[src/gos_map.vh]
// register indices, field positions and reset values of the rate offset and self-test bank
`ifndef GOS_MAP_VH
`define GOS_MAP_VH

// register indices; the wishbone byte address is four times the index
`define GOS_IDX_ST_X 8'h00
`define GOS_IDX_ST_Y 8'h01
`define GOS_IDX_ST_Z 8'h02
`define GOS_IDX_OFS_XH 8'h13
`define GOS_IDX_OFS_XL 8'h14
`define GOS_IDX_OFS_YH 8'h15
`define GOS_IDX_OFS_YL 8'h16
`define GOS_IDX_OFS_ZH 8'h17
`define GOS_IDX_OFS_ZL 8'h18
`define GOS_IDX_RATE_XH 8'h43
`define GOS_IDX_RATE_XL 8'h44
`define GOS_IDX_RATE_YH 8'h45
`define GOS_IDX_RATE_YL 8'h46
`define GOS_IDX_RATE_ZH 8'h47
`define GOS_IDX_RATE_ZL 8'h48
`define GOS_IDX_PWR1 8'h6B
`define GOS_IDX_IDENT 8'h75

// address layout of the wishbone slave
`define GOS_ADR_W 10
`define GOS_IDX_LSB 2
`define GOS_IDX_MSB 9

// reset values
`define GOS_RST_ZERO 8'h00
`define GOS_RST_PWR1 8'h40
`define GOS_RST_RATE 16'h0000

// power management 1 fields
`define GOS_PWR1_SLEEP_BIT 6

// saturation limits of the 16-bit output
`define GOS_SAT_MAX 16'h7FFF
`define GOS_SAT_MIN 16'h8000

`endif

[src/gos_offset_add.v]
// one axis: adds the signed bias trim to a raw sample and holds the saturated result
`default_nettype none

module gos_offset_add #(
    parameter W = 16
) (
    // clock, reset, enable
    input wire clk_i,
    input wire rst_i,
    input wire ce_i,
    // sample path
    input wire load_i,
    input wire [W-1:0] raw_i,
    input wire [W-1:0] trim_i,
    output reg [W-1:0] rate_o
);

    wire [W:0] sum_ext;
    wire ovf_pos;
    wire ovf_neg;
    reg [W-1:0] nxt_rate;

    // sign-extended add keeps the carry so that overflow can be seen
    assign sum_ext = {raw_i[W-1], raw_i} + {trim_i[W-1], trim_i};
    assign ovf_pos = (sum_ext[W] == 1'b0) && (sum_ext[W-1] == 1'b1);
    assign ovf_neg = (sum_ext[W] == 1'b1) && (sum_ext[W-1] == 1'b0);

    always @*
    begin
        nxt_rate = rate_o;
        if (load_i)
        begin
            if (ovf_pos)
                nxt_rate = {1'b0, {(W-1){1'b1}}};
            else if (ovf_neg)
                nxt_rate = {1'b1, {(W-1){1'b0}}};
            else
                nxt_rate = sum_ext[W-1:0];
        end
    end

    always @(posedge clk_i)
    begin
        if (rst_i)
            rate_o <= {W{1'b0}};
        else if (ce_i)
            rate_o <= nxt_rate;
    end

endmodule

`default_nettype wire

[src/gos_regs.v]
// register bank of a three-axis rate sensor: bias trims, factory test codes, power, outputs
// Function
// - every other register resets to zero
// - power management one resets to 0x40
// - factory test codes survive reset unchanged; here reset reloads FACTORY_CODE_X/Y/Z and a written code is lost
// - device sleeps after power-up until software wakes
// - high register bits 15:8, low bits 7:0
// - trim added to raw sample before output
// - trim registers at 0x13 to 0x18, read/write
// - test codes x, y, z at 0x00-0x02
//
// Implementation choice: register access over Wishbone.
`default_nettype none
`include "gos_map.vh"

// register map by index; the bus byte address is four times the index
//   0x00 to 0x02: factory test codes x, y, z, writable, reloaded by reset
//   0x13 to 0x18: bias trims, high byte then low byte for x, y and z
//   0x43 to 0x48: corrected rate outputs, read only, each byte read live
//   0x6B: power control one, only bit 6 (sleep) acts, the rest is stored
//   0x75: identity, read only
//   any other index reads zero, ignores writes and is still acked
// the bus answers one cycle after a request and the answer stands one cycle;
// a write lands on the edge where the master sees ack, so it must hold until then

module gos_regs #(
    parameter [7:0] FACTORY_CODE_X = 8'h01,
    parameter [7:0] FACTORY_CODE_Y = 8'h01,
    parameter [7:0] FACTORY_CODE_Z = 8'h01,
    // identity value is arbitrary
    parameter [7:0] IDENTITY_CODE = 8'h5A,
    parameter W = 16
) (
    // clock, reset, enable
    input wire clk_i,
    input wire rst_i,
    input wire ce_i,
    // wishbone classic slave
    input wire cyc_i,
    input wire stb_i,
    input wire we_i,
    input wire [`GOS_ADR_W-1:0] adr_i,
    input wire [3:0] sel_i,
    input wire [31:0] dat_i,
    output reg [31:0] dat_o,
    output reg ack_o,
    // raw rate samples
    input wire sample_valid_i,
    input wire [W-1:0] raw_x_i,
    input wire [W-1:0] raw_y_i,
    input wire [W-1:0] raw_z_i,
    // corrected rate outputs and power state
    output wire [W-1:0] x_rate_output_o,
    output wire [W-1:0] y_rate_output_o,
    output wire [W-1:0] z_rate_output_o,
    output wire sleep_o
);

    ////////////////////////////////////////////////////////////////////////////////
    // storage

    reg [7:0] selftest_code_x_ff;
    reg [7:0] selftest_code_y_ff;
    reg [7:0] selftest_code_z_ff;
    reg [7:0] offset_x_high_ff;
    reg [7:0] offset_x_low_ff;
    reg [7:0] offset_y_high_ff;
    reg [7:0] offset_y_low_ff;
    reg [7:0] offset_z_high_ff;
    reg [7:0] offset_z_low_ff;
    reg [7:0] pwr_mgmt1_ff;
    reg ack_ff;
    reg [31:0] rdat_ff;

    // next values, settled by the combinational blocks below
    reg [7:0] nxt_selftest_code_x;
    reg [7:0] nxt_selftest_code_y;
    reg [7:0] nxt_selftest_code_z;
    reg [7:0] nxt_offset_x_high;
    reg [7:0] nxt_offset_x_low;
    reg [7:0] nxt_offset_y_high;
    reg [7:0] nxt_offset_y_low;
    reg [7:0] nxt_offset_z_high;
    reg [7:0] nxt_offset_z_low;
    reg [7:0] nxt_pwr_mgmt1;
    reg nxt_ack;
    reg [31:0] nxt_rdat;
    reg [7:0] rd_byte;

    wire [7:0] reg_idx;
    wire req;
    wire wr_commit;
    wire [7:0] wbyte;
    wire [W-1:0] x_bias_trim;
    wire [W-1:0] y_bias_trim;
    wire [W-1:0] z_bias_trim;
    wire sample_load;
    wire wr_en;
    // one write strobe per writable register
    wire wr_st_x;
    wire wr_st_y;
    wire wr_st_z;
    wire wr_ofs_xh;
    wire wr_ofs_xl;
    wire wr_ofs_yh;
    wire wr_ofs_yl;
    wire wr_ofs_zh;
    wire wr_ofs_zl;
    wire wr_pwr1;

    ////////////////////////////////////////////////////////////////////////////////
    // bus decode

    assign reg_idx = adr_i[`GOS_IDX_MSB:`GOS_IDX_LSB];
    assign req = cyc_i && stb_i;
    // a write lands on the edge where the master sees ack high
    // a write with sel_i[0] low is acked but changes nothing
    assign wr_en = req && we_i && sel_i[0];
    assign wr_commit = wr_en && ack_ff;
    assign wbyte = dat_i[7:0];

    // strobes fire only on the edge where the master sees ack
    assign wr_st_x = wr_commit && (reg_idx == `GOS_IDX_ST_X);
    assign wr_st_y = wr_commit && (reg_idx == `GOS_IDX_ST_Y);
    assign wr_st_z = wr_commit && (reg_idx == `GOS_IDX_ST_Z);
    assign wr_ofs_xh = wr_commit && (reg_idx == `GOS_IDX_OFS_XH);
    assign wr_ofs_xl = wr_commit && (reg_idx == `GOS_IDX_OFS_XL);
    assign wr_ofs_yh = wr_commit && (reg_idx == `GOS_IDX_OFS_YH);
    assign wr_ofs_yl = wr_commit && (reg_idx == `GOS_IDX_OFS_YL);
    assign wr_ofs_zh = wr_commit && (reg_idx == `GOS_IDX_OFS_ZH);
    assign wr_ofs_zl = wr_commit && (reg_idx == `GOS_IDX_OFS_ZL);
    assign wr_pwr1 = wr_commit && (reg_idx == `GOS_IDX_PWR1);

    // ack rises one cycle after the request and drops the cycle after it was given
    always @*
    begin
        nxt_ack = 1'b0;
        if (req && !ack_ff)
            nxt_ack = 1'b1;
    end

    ////////////////////////////////////////////////////////////////////////////////
    // read path

    always @*
    begin
        rd_byte = 8'h00;
        case (reg_idx)
            // factory test codes
            `GOS_IDX_ST_X: rd_byte = selftest_code_x_ff;
            `GOS_IDX_ST_Y: rd_byte = selftest_code_y_ff;
            `GOS_IDX_ST_Z: rd_byte = selftest_code_z_ff;
            // bias trims
            `GOS_IDX_OFS_XH: rd_byte = offset_x_high_ff;
            `GOS_IDX_OFS_XL: rd_byte = offset_x_low_ff;
            `GOS_IDX_OFS_YH: rd_byte = offset_y_high_ff;
            `GOS_IDX_OFS_YL: rd_byte = offset_y_low_ff;
            `GOS_IDX_OFS_ZH: rd_byte = offset_z_high_ff;
            `GOS_IDX_OFS_ZL: rd_byte = offset_z_low_ff;
            // corrected outputs, read only
            `GOS_IDX_RATE_XH: rd_byte = x_rate_output_o[15:8];
            `GOS_IDX_RATE_XL: rd_byte = x_rate_output_o[7:0];
            `GOS_IDX_RATE_YH: rd_byte = y_rate_output_o[15:8];
            `GOS_IDX_RATE_YL: rd_byte = y_rate_output_o[7:0];
            `GOS_IDX_RATE_ZH: rd_byte = z_rate_output_o[15:8];
            `GOS_IDX_RATE_ZL: rd_byte = z_rate_output_o[7:0];
            // power and identity
            `GOS_IDX_PWR1: rd_byte = pwr_mgmt1_ff;
            `GOS_IDX_IDENT: rd_byte = IDENTITY_CODE;
            default: rd_byte = 8'h00;
        endcase
    end

    // read data is captured together with ack and stands only while ack is high
    always @*
    begin
        nxt_rdat = 32'h00000000;
        if (req && !ack_ff)
            nxt_rdat = {24'h000000, rd_byte};
    end

    ////////////////////////////////////////////////////////////////////////////////
    // write path

    always @*
    begin
        nxt_selftest_code_x = selftest_code_x_ff;
        nxt_selftest_code_y = selftest_code_y_ff;
        nxt_selftest_code_z = selftest_code_z_ff;
        nxt_offset_x_high = offset_x_high_ff;
        nxt_offset_x_low = offset_x_low_ff;
        nxt_offset_y_high = offset_y_high_ff;
        nxt_offset_y_low = offset_y_low_ff;
        nxt_offset_z_high = offset_z_high_ff;
        nxt_offset_z_low = offset_z_low_ff;
        nxt_pwr_mgmt1 = pwr_mgmt1_ff;
        // factory test codes
        if (wr_st_x)
            nxt_selftest_code_x = wbyte;
        if (wr_st_y)
            nxt_selftest_code_y = wbyte;
        if (wr_st_z)
            nxt_selftest_code_z = wbyte;
        // bias trims
        if (wr_ofs_xh)
            nxt_offset_x_high = wbyte;
        if (wr_ofs_xl)
            nxt_offset_x_low = wbyte;
        if (wr_ofs_yh)
            nxt_offset_y_high = wbyte;
        if (wr_ofs_yl)
            nxt_offset_y_low = wbyte;
        if (wr_ofs_zh)
            nxt_offset_z_high = wbyte;
        if (wr_ofs_zl)
            nxt_offset_z_low = wbyte;
        // power control; only the sleep bit acts
        if (wr_pwr1)
            nxt_pwr_mgmt1 = wbyte;
    end

    ////////////////////////////////////////////////////////////////////////////////
    // registers

    // bus response advances only with the enable
    always @(posedge clk_i)
    begin
        if (rst_i)
        begin
            ack_ff <= 1'b0;
            rdat_ff <= 32'h00000000;
        end
        else if (ce_i)
        begin
            ack_ff <= nxt_ack;
            rdat_ff <= nxt_rdat;
        end
    end

    // factory codes reload their programmed values rather than clearing
    always @(posedge clk_i)
    begin
        if (rst_i)
        begin
            selftest_code_x_ff <= FACTORY_CODE_X;
            selftest_code_y_ff <= FACTORY_CODE_Y;
            selftest_code_z_ff <= FACTORY_CODE_Z;
        end
        else if (ce_i)
        begin
            selftest_code_x_ff <= nxt_selftest_code_x;
            selftest_code_y_ff <= nxt_selftest_code_y;
            selftest_code_z_ff <= nxt_selftest_code_z;
        end
    end

    always @(posedge clk_i)
    begin
        if (rst_i)
        begin
            offset_x_high_ff <= `GOS_RST_ZERO;
            offset_x_low_ff <= `GOS_RST_ZERO;
            offset_y_high_ff <= `GOS_RST_ZERO;
            offset_y_low_ff <= `GOS_RST_ZERO;
            offset_z_high_ff <= `GOS_RST_ZERO;
            offset_z_low_ff <= `GOS_RST_ZERO;
        end
        else if (ce_i)
        begin
            offset_x_high_ff <= nxt_offset_x_high;
            offset_x_low_ff <= nxt_offset_x_low;
            offset_y_high_ff <= nxt_offset_y_high;
            offset_y_low_ff <= nxt_offset_y_low;
            offset_z_high_ff <= nxt_offset_z_high;
            offset_z_low_ff <= nxt_offset_z_low;
        end
    end

    // power-up leaves the sleep bit set
    always @(posedge clk_i)
    begin
        if (rst_i)
            pwr_mgmt1_ff <= `GOS_RST_PWR1;
        else if (ce_i)
            pwr_mgmt1_ff <= nxt_pwr_mgmt1;
    end

    always @*
    begin
        dat_o = rdat_ff;
        ack_o = ack_ff;
    end

    ////////////////////////////////////////////////////////////////////////////////
    // sample path

    assign sleep_o = pwr_mgmt1_ff[`GOS_PWR1_SLEEP_BIT];
    // asleep, the outputs keep their last value
    assign sample_load = sample_valid_i && !sleep_o;

    // the pair forms one 16-bit trim, used as it stands at each sample
    assign x_bias_trim = {offset_x_high_ff, offset_x_low_ff};
    assign y_bias_trim = {offset_y_high_ff, offset_y_low_ff};
    assign z_bias_trim = {offset_z_high_ff, offset_z_low_ff};

    gos_offset_add #(
        .W(W)
    ) u_add_x (
        .clk_i(clk_i),
        .rst_i(rst_i),
        .ce_i(ce_i),
        .load_i(sample_load),
        .raw_i(raw_x_i),
        .trim_i(x_bias_trim),
        .rate_o(x_rate_output_o)
    );

    gos_offset_add #(
        .W(W)
    ) u_add_y (
        .clk_i(clk_i),
        .rst_i(rst_i),
        .ce_i(ce_i),
        .load_i(sample_load),
        .raw_i(raw_y_i),
        .trim_i(y_bias_trim),
        .rate_o(y_rate_output_o)
    );

    gos_offset_add #(
        .W(W)
    ) u_add_z (
        .clk_i(clk_i),
        .rst_i(rst_i),
        .ce_i(ce_i),
        .load_i(sample_load),
        .raw_i(raw_z_i),
        .trim_i(z_bias_trim),
        .rate_o(z_rate_output_o)
    );

endmodule

`default_nettype wire

[config.mk]
export PLATFORM = sky130hd
export DESIGN_NAME = gos_regs
export DESIGN_NICKNAME = d
export VERILOG_FILES = /design/src/gos_offset_add.v /design/src/gos_regs.v
export VERILOG_INCLUDE_DIRS = /design/src
export SDC_FILE = /design/constraint.sdc
export NUM_CORES = 1
export LEC_CHECK = 0
export ABC_AREA = 1
export ABC_CLOCK_PERIOD_IN_PS = 5170
export BUFFER_PORTS_ARGS = -buffer_cell sky130_fd_sc_hd__buf_2
export CORE_MARGIN = 2
export CORE_UTILIZATION = 50
export DETAILED_ROUTE_END_ITERATION = 10
export PLACE_DENSITY_LB_ADDON = 0.25
export RECOVER_POWER = 100
export SYNTH_ARGS = -nofsm -noshare
export SYNTH_HDL_FRONTEND = slang
export SYNTH_HIERARCHICAL = 1
export SYNTH_SLANG_ARGS = --single-unit
[constraint.sdc]
create_clock -name clk_i -period 5.17 [get_ports clk_i]
set_input_delay 0.7755 -clock clk_i [delete_from_list [all_inputs] [get_ports clk_i]]
set_output_delay 0.7755 -clock clk_i [all_outputs]
set_load 0.1 [all_outputs]
==> out/results.ini, run 1 <==
[run_status]
status = complete, no violations

[critical_path]
r2r-end = u_add_x/rate_o[2]$_SDFFE_PP0P_
critPathMaxStageDelay_ps = 1110
path_cells = clkbuf_1, inv_1, nand2_1, nor2_1, clkbuf_1, nand2_1, nand2_1, nor2_1, nand3_1, nor2_1, nor2_1, nand2_1, a21oi_1
worst_setup_path_start_kind = input pin
worstPathArrival_ps = 3920
cp.required_ps = 5540
reg2regPathDepth = 13
worst-setup-path-type = in -> reg
r2r_slack_ps = 2400
path_max_fanout = 34
cp_slowest_cell = clkbuf_1
reg2reg_from = offset_x_low_ff[0]$_SDFFE_PP0P_
end_kind = register

[clock_network]
cts_resized = 0
cts_tree = yes
path_clk_slew_ps = 60
cts_buffer_depth = 2
cts_buffers = 17
clk_latency_ps = 430
postCtsSetupBuffers = 0
clkSinkCount = 137
clockRootBuffer = clkbuf_16
ctsHoldBuffers = 0
cts.htree.levels = 4

[synth]
yosysWarningCount = 6
ys_types = 38
synth_area_leaders = dfxtp_1 28%, nand2_1 14%, o21ai_0 6.6%
synth_area_leader_cell = dfxtp_1
netlist_area_um2 = 9830
synth_area_per_cell_um2 = 6.53
ys_ff_latch = 137
ys_top_cells_by_count = 367 x nand2_1, 161 x inv_1, 144 x nor2_1, 137 x dfxtp_1, 130 x o21ai_0
synthCells = 1505
synth_edf_count = 0
yosys.area.top_type_share_pct = 27.9
async_flop_share_pct = 0
seq_area_frac_synth_pct = 27.9
synthFlopType = dfxtp_1
yosys.cell_count.top_type = nand2_1

[run]
maxCapViolCount = 0

[pwr]
ir_worst_vdd_uv = 227
powerDensity_nw_per_um2 = 233
leakage_nw = 5.39

[die]
die_x_um = 144
ios = 183
core_region_area_um2 = 19400
die_area_um2 = 20800
start_util_pct = 50.7
fp.dieH_um = 144
fp-row-count = 51

[timing]
fin_crit_sh_pct = 68.8
finalSetupViolCount = 0
worst-slew-pin-transition_ps = 1440
clock_skew_ps = 6.50
rsz0062_at_grt = no
max_freq_mhz = 281
fin_setup_tns_ps = 0
finalHoldViolations = 0
period_needed_ps = 3550
slew-limit-headroom_pct = 3.78
slew_viol_final = 0

[cells_and_area]
area_delta_synth_final_pct = 10.1
multi_input_area_um2 = 5920
reg_top3 = u_add_x/rate_o (16), u_add_y/rate_o (16), u_add_z/rate_o (16)
final.fill_count = 2044
fin_cells = 1888
drive_gt1_share_pct = 13.7
n_antenna_cell = 0
fin_nets = 1762
register_area_um2 = 2740

[route]
drc_errors = 0
route.detailed.wl_per_inst_um = 16.2
initialDrtViolationCount = 930
antenna_left = 0
num_vias = 9994
dr.pass1.iters = 6
drt-total-wl_um = 30600
vias_per_cell = 5.29

[placed_design]
dp.final_hpwl_um = 23700
gp_congestion = 0.963
dpl.cell_count = 1856
port_buffers = 129

[worst_hold_path]
hold_start = dat_o[1]$_SDFFE_PP0P_
whs_path_depth = 2
holdPathEnd = dat_o[1]$_SDFFE_PP0P_
min_path_type = reg -> reg

[grt]
grt_max_degree = 49
grt_overflow = 0
grt_use_total_pct = 30.0
grt_pass1_vias = 9351
antenna_found_initial = 0
grt_pass1_wl_um = 47700

-- cells by family after synthesis --
kind of cell / count (synthesis) / synth area share, %
and+or+nand+nor: 774 / 36.1
AOI/OAI and AO/OA: 268 / 15.4
buffers and inverters: 247 / 11.4
DFF: 137 / 27.9
adders and majority gates: 51 / 6.72
xor gates and xnor gates: 27 / 2.41
other: 1 / 0.0382
-- layout by cell type, fill, tap and decap left out, types with 12 or more instances in the layout --
cell | Yosys | final
nand4_1 | 18 | 19
nand2_2 | 58 | 50
a21oi_1 | 89 | 95
conb_1 | 1 | 24
ha_1 | 48 | 48
nor2_1 | 144 | 152
clkbuf_1 | 13 | 63
nand3_1 | 124 | 127
a21oi_2 | 38 | 32
clkbuf_16 | 0 | 17
nand2_1 | 367 | 378
inv_2 | 17 | 14
xor2_1 | 24 | 24
o21ai_0 | 130 | 131
buf_2 | 12 | 67
inv_1 | 161 | 163
dfxtp_1 | 137 | 137
and2_1 | 12 | 12
-- layer usage --
metal / routed length (um) / GRT usage, % / up-vias
met5: 0 / 0 / -
met4: 1040 / 11.7 / 0
met3: 2370 / 5.99 / 70
met2: 13700 / 48.8 / 380
met1: 13500 / 39.1 / 4515
li1: - / - / 5029
-- through the flow --
stage	hold slack, ps	area, um^2	power [W]	util (%)	setup WS (ps)
6_report	467	10800	0.00253	55.8	1620
4_1_cts	467	11000	0.00253	56.8	2720
3_5_place_dp	457	10500	0.00138	53.9	2290
2_1_floorplan	441	9910	0.00132	-	2800
3_3_place_gp	458	10500	0.00138	53.9	2330
5_1_grt	499	10800	0.00260	55.8	1310
-- how the worst max path moves through the flow --
stage | startpoint | depth (start not counted) | end
final | adr_i[9] | 13 | dat_o[5]$_SDFFE_PP0P_
after global routing | adr_i[9] | 13 | dat_o[1]$_SDFFE_PP0P_
after CTS | adr_i[4] | 9 | offset_x_high_ff[4]$_SDFFE_PP0P_
after detailed placement | adr_i[4] | 9 | offset_x_high_ff[4]$_SDFFE_PP0P_
after global placement | adr_i[4] | 9 | offset_x_high_ff[4]$_SDFFE_PP0P_
after floorplan | raw_y_i[0] | 16 | u_add_y/rate_o[0]$_SDFFE_PP0P_
-- power breakdown --
part / internal (W) / switching, W / total (W) / leakage (nW)
Combinational: 0.0000699 / 0.000231 / 0.000301 / 4.03
Sequential: 0.00106 / 0.000000385 / 0.00106 / 1.10
Clock: 0.000668 / 0.000500 / 0.00117 / 0.260
-- critical path, delay by kind of cell --
kind                   cells  cell delay, ps
buffers and inverters      3            1310
AND/OR/NAND/NOR            9            1690
AO/OA/AOI/OAI              1             140
-- cell type report --
type                       instances  share of cell area, %
tap                              265                   3.06
clock buffer                      17                   3.93
sequential                       137                   25.4
inverter                         178                   6.18
multi-input combinational       1144                   54.7
timing repair buffer             132                   5.42
clock inverter                    15                   1.31
No activity file was read; power rests on OpenSTA's default activity.
==> inputs of run 2 (changes only) <==
- ABC_AREA: 1 -> 0
- ABC_CLOCK_PERIOD_IN_PS: 5170 -> 2900
- clock period: 5.17 -> 2.9 ns (I/O delays scaled with it)
==> run 2 against run 1 <==
Clock skew grew 4.3 ps. Largest power group unchanged. Highest routed layer unchanged. Synthesized cell count fell by 29%. Global-route usage up 0.16 points. Worst setup slack got worse by 1500 ps. Critical endpoint is now u_add_z/rate_o[14]$_SDFFE_PP0P_. Design area increased by 2.1%. Flip-flop and latch count unchanged. Largest cell class unchanged. Synthesized area shrank 3.9%.
==> out/results.ini, run 2 <==
[die]
die_x_um = 141
core_region_area_um2 = 18600
start_util_pct = 50.7
die_area_um2 = 20000
fp-row-count = 50
fp.dieH_um = 141
ios = 183

[pwr]
leakage_nw = 4.73
powerDensity_nw_per_um2 = 431
ir_worst_vdd_uv = 299

[worst_hold_path]
min_path_type = in -> reg
hold_start = rst_i

[synth]
synthCells = 1074
ys_ff_latch = 137
synthAdderAreaFrac_pct = 10.4
yosys.cell_count.top_type = nor2_1
synthSimpleGateAreaFrac_pct = 19.1
yosys.area.top_type_share_pct = 29.0
async_flop_share_pct = 0
synthFlopType = dfxtp_1
yosysWarningCount = 6
seq_area_frac_synth_pct = 29.0
synth_area_leader_cell = dfxtp_1
netlist_area_um2 = 9450
synth_top_family_by_area = compound AO/OA/AOI/OAI gates
ys_top_cells_by_count = 155 x nor2_1, 137 x dfxtp_1, 85 x mux2i_1, 48 x ha_1, 46 x nand2_1
synth_edf_count = 0
synth_compound_area_share_pct = 23.0
synthXorXnorAreaFrac_pct = 3.06
ys_types = 83
synth_area_per_cell_um2 = 8.80
synth_area_leaders = dfxtp_1 29%, mux2i_1 9.0%, ha_1 6.4%
synth_mux_area_share_pct = 9.36

[grt]
grt_overflow = 0
antenna_found_initial = 3
grt_pass1_wl_um = 46200
grt_max_degree = 113
grt_pass1_vias = 8110
grt_use_total_pct = 30.1

[timing]
period_needed_ps = 2790
slew_viol_final = 0
rsz0062_at_grt = yes
finalWorstSetupSlack_ps = 112
finalSetupViolCount = 0
fin_crit_sh_pct = 96.1
clock_skew_ps = 10.8
slew-limit-headroom_pct = 46.1
finalHoldViolations = 0
max_freq_mhz = 359
worst-slew-pin-transition_ps = 789

[critical_path]
worst-setup-path-type = reg -> reg
critPathTopFamily = compound AO/OA/AOI/OAI gates
worstPathArrival_ps = 3130
startpoint = offset_z_low_ff[0]$_SDFFE_PP0P_
path_cells = ha_4, inv_1, fa_2, nor2b_2, o31a_1, o41ai_2, a31o_2, or4b_1, o211a_1, maj3_2, a211oi_2
path_buf_inv = 1
critPathMaxStageDelay_ps = 440
end_kind = register
cp.required_ps = 3240
reg2reg_from = offset_z_low_ff[0]$_SDFFE_PP0P_
worst_setup_path_start_kind = register
path_max_fanout = 3
cp_slowest_cell = or4b_1

[run_status]
status = complete, no violations

[clock_network]
clk_latency_ps = 430
cts.htree.levels = 4
cts_tree = yes
cts_buffers = 17
ctsHoldBuffers = 0
clockRootBuffer = clkbuf_16
clkSinkCount = 137
cts_buffer_depth = 2
path_clk_slew_ps = 60

[cells_and_area]
fin_nets = 1355
drive_gt1_share_pct = 21.7
final.fill_count = 1671
reg_top3 = u_add_x/rate_o (16), u_add_y/rate_o (16), u_add_z/rate_o (16)
mostFrequentLayoutCell = nor2_1
final_cell_area_um2 = 11000
area_delta_synth_final_pct = 16.9
final_cell_mix = 155 x nor2_1, 135 x dfxtp_1, 128 x buf_2, 85 x mux2i_1, 48 x buf_4

[route]
antenna_left = 0
route.detailed.wl_per_inst_um = 21.0
dr.pass1.iters = 5
num_vias = 8845
drt-total-wl_um = 30400
initialDrtViolationCount = 987
drc_errors = 0
vias_per_cell = 6.10

[placed_design]
port_buffers = 129
pre_cts_ws_ps = -119
dpl-instance-area_um2 = 10400
gp_congestion = 0.994
dp.final_hpwl_um = 22900

[run]
maxCapViolCount = 0

-- run 2: metal layers --
| layer | up-vias | track usage, % | part of all wire [%] |
|---|---|---|---|
| li1 | 4200 | - | - |
| met1 | 4190 | 40.9 | 43 |
| met5 | - | 0 | 0 |
| met2 | 392 | 47.8 | 45 |
| met4 | 0 | 11.3 | 3.3 |
| met3 | 63 | 5.47 | 8.6 |
-- run 2: final timing paths --
path	depth (start not counted)	slack (ps)	to
hold reg to reg	1	460	selftest_code_x_ff[0]$_SDFFE_PP1P_
setup / recovery	11	110	u_add_z/rate_o[14]$_SDFFE_PP0P_
hold / removal	2	390	u_add_x/rate_o[15]$_SDFFE_PP0P_
setup reg to reg	11	110	u_add_z/rate_o[14]$_SDFFE_PP0P_
-- run 2: what timing repair did --
| item | in CTS | in global routing |
|---|---|---|
| buffers inserted | 0 | 2 |
| endpoints found under the hold margin | 0 | 0 |
| gates resized for setup | 5 | 6 |
| cloned | 0 | 0 |
| pin swaps | 2 | 5 |
| setup endpoints to repair | 5 | 14 |
-- run 2: layout make-up --
cell class	count	area (um^2)	share of cell area (%)
Multi-Input combinational cell	847	6260	56.6
Antenna cell	2	5.00	0.0453
Timing Repair Buffer	178	1040	9.42
Tap cell	234	293	2.65
Inverter	22	82.6	0.747
Sequential cell	137	2750	24.8
Clock buffer	24	512	4.63
Clock inverter	7	113	1.02
-- run 2: power by group --
group          switching, W  internal, W
registers       0.000000517      0.00188
clock network      0.000801      0.00148
logic              0.000423     0.000174
-- run 2: per-stage QoR --
| stage | std cells | util [%] | power [W] | TNS (ps) | hold WS [ps] |
|---|---|---|---|---|---|
| after CTS | 1447 | 59.0 | 0.00477 | 0 | 381 |
| after global placement | 1416 | 55.6 | 0.00251 | -315 | 442 |
| after detailed placement | 1416 | 55.6 | 0.00251 | -658 | 448 |
| after floorplan | 1097 | - | 0.00238 | 0 | 435 |
| after global routing | 1450 | 59.2 | 0.00489 | -16.6 | 398 |
| final | 1451 | 59.3 | 0.00476 | 0 | 390 |
-- run 2: logic make-up after synthesis --
logic type,after synthesis
simple gates,343
compound gates,276
flops,137
buf+inv,113
mux,88
fa+ha+maj,83
xor+xnor,33
other cells,1
==> inputs of run 3 (changes only) <==
- CORE_UTILIZATION: 50 -> 45
==> run 3 against run 2 <==
Combinational power down 0.7%. Design area fell by 0.80%. Cell count increased by 3.6%. Clock skew increased by 1.6 ps. Sequential power about the same. Worst setup slack worse by 22 ps. Routed wire length grew 1.8%. Flip-flop and latch count unchanged. Hold slack improved by 4.7 ps. Sequential share of layout area increased by 0.20 points. Critical path type unchanged.
==> out/results.ini, run 3 (synthesis results as in run 2) <==
[grt]
grt_use_total_pct = 28.2
grt_pass1_vias = 8230
grt_max_degree = 58
antenna_found_initial = 0
grt_pass1_wl_um = 47800
grt_overflow = 0

[timing]
slew_viol_final = 0
whs_ps = 394
finalSetupViolCount = 0
period_needed_ps = 2810
max_freq_mhz = 356
fin_crit_sh_pct = 96.9
finalWorstSetupSlack_ps = 89.9
clock_skew_ps = 12.4
slew-limit-headroom_pct = 3.13
worst-slew-pin-transition_ps = 1450
finalHoldViolations = 0

[clock_network]
ctsHoldBuffers = 0
cts_buffer_depth = 2
cts_tree = yes
clk_latency_ps = 430
cts_buffers = 17
path_clk_slew_ps = 60
clkSinkCount = 137
clockRootBuffer = clkbuf_16
cts.htree.levels = 4

[route]
drc_errors = 0
num_vias = 8800
dr.pass1.iters = 6
drt-total-wl_um = 31000
initialDrtViolationCount = 835
vias_per_cell = 5.85
route.detailed.wl_per_inst_um = 20.6
antenna_left = 0

[run]
maxCapViolCount = 0

[critical_path]
reg2reg_from = offset_z_low_ff[0]$_SDFFE_PP0P_
cp.required_ps = 3250
r2r_slack_ps = 90
path_cells = ha_4, inv_2, fa_2, nor2b_2, o31a_1, o41ai_2, a31o_2, or4b_1, o211a_1, maj3_2, a211oi_2
worst-setup-path-type = reg -> reg
path_buf_inv = 1
critPathTopFamily = compound AO/OA/AOI/OAI gates
r2r-end = u_add_z/rate_o[14]$_SDFFE_PP0P_
reg2regPathDepth = 11
critPathMaxStageDelay_ps = 430
end_kind = register
cp_slowest_cell = or4b_1
worst_setup_path_start_kind = register
path_max_fanout = 2
worstPathArrival_ps = 3160

[die]
start_util_pct = 45.4
die_x_um = 149
core_region_area_um2 = 20800
ios = 183
die_area_um2 = 22200
fp.dieH_um = 149
fp-row-count = 53

[cells_and_area]
final_cell_mix = 155 x nor2_1, 135 x dfxtp_1, 85 x mux2i_1, 68 x buf_2, 63 x clkbuf_1
fin_nets = 1366
area_delta_synth_final_pct = 16.0
drive_gt1_share_pct = 16.5
fin_util_pct = 52.6
mostFrequentLayoutCell = nor2_1
reg_top3 = u_add_x/rate_o (16), u_add_y/rate_o (16), u_add_z/rate_o (16)

[pwr]
leakage_nw = 4.49
powerDensity_nw_per_um2 = 439
ir_worst_vdd_uv = 354

[worst_hold_path]
min_path_type = in -> reg
holdPathEnd = offset_x_high_ff[3]$_SDFFE_PP0P_
hold_start = rst_i
whs_path_depth = 2

[run_status]
status = complete, no violations

[placed_design]
pre_cts_ws_ps = -132
port_buffers = 129
gp_congestion = 0.998
dp.final_hpwl_um = 23500

==> run 3: cell count changes in the layout (fill, tap and decap cells not counted), moves of 4 or more <==
cell      change
buf_2        -60
buf_4         +4
clkbuf_1     +62
clkbuf_2      +5
clkbuf_8      -6
clkinv_4      +4
nand3_1       +6
==> run 3: layer usage <==
layer / wire length [um] / vias to the layer above / global-route usage [%] / share of wire [%]
met5: 0 / - / 0 / 0
met4: 1000 / 0 / 10.2 / 3.2
met3: 2260 / 62 / 5.93 / 7.3
met2: 13600 / 367 / 42.8 / 44
met1: 14100 / 4143 / 39.5 / 46
li1: - / 4228 / - / -
==> run 3: where the power goes <==
group          total [W]  switching (W)  internal [W]  leakage, nW
clock network    0.00234       0.000889       0.00145        0.306
registers        0.00188    0.000000556       0.00188         1.10
logic           0.000592       0.000418      0.000174         3.08
==> run 3: layout make-up <==
| cell class | count | area [um^2] |
|---|---|---|
| sequential | 137 | 2750 |
| multi-input combinational | 847 | 6140 |
| antenna | 1 | 2.50 |
| inverter | 22 | 82.6 |
| fill | 2079 | 9860 |
| clock inverter | 14 | 198 |
| tap | 275 | 344 |
| timing repair buffer | 189 | 1020 |
| clock buffer | 18 | 429 |
==> run 3: worst max-delay path by stage <==
stage	startpoint	end	slack, ps	depth (start not counted)
after global routing	offset_z_low_ff[0]$_SDFFE_PP0P_	u_add_z/rate_o[14]$_SDFFE_PP0P_	-10	11
after detailed placement	raw_z_i[0]	u_add_z/rate_o[9]$_SDFFE_PP0P_	-130	12
after CTS	offset_z_low_ff[0]$_SDFFE_PP0P_	u_add_z/rate_o[1]$_SDFFE_PP0P_	9	11
after floorplan	raw_z_i[0]	u_add_z/rate_o[14]$_SDFFE_PP0P_	80	11
after global placement	raw_z_i[0]	u_add_z/rate_o[14]$_SDFFE_PP0P_	-110	12
final	offset_z_low_ff[0]$_SDFFE_PP0P_	u_add_z/rate_o[14]$_SDFFE_PP0P_	90	11
==> run 3: repair_timing <==
action | in CTS | in global routing
setup endpoints to repair | 5 | 13
pin swaps | 1 | 7
setup buffers | 0 | 4
endpoints found under the hold margin | 0 | 0
resized for setup | 5 | 11
==> run 3: per-stage QoR <==
| stage | TNS [ps] | instances | total power (W) | area (um^2) |
|---|---|---|---|---|
| 4_1_cts | 0 | 1498 | 0.00482 | 11100 |
| 2_1_floorplan | 0 | 1097 | 0.00238 | 9530 |
| 5_1_grt | -11.5 | 1502 | 0.00494 | 11000 |
| 6_report | 0 | 1503 | 0.00481 | 11000 |
| 3_3_place_gp | -577 | 1466 | 0.00251 | 10500 |
| 3_5_place_dp | -656 | 1466 | 0.00251 | 10500 |
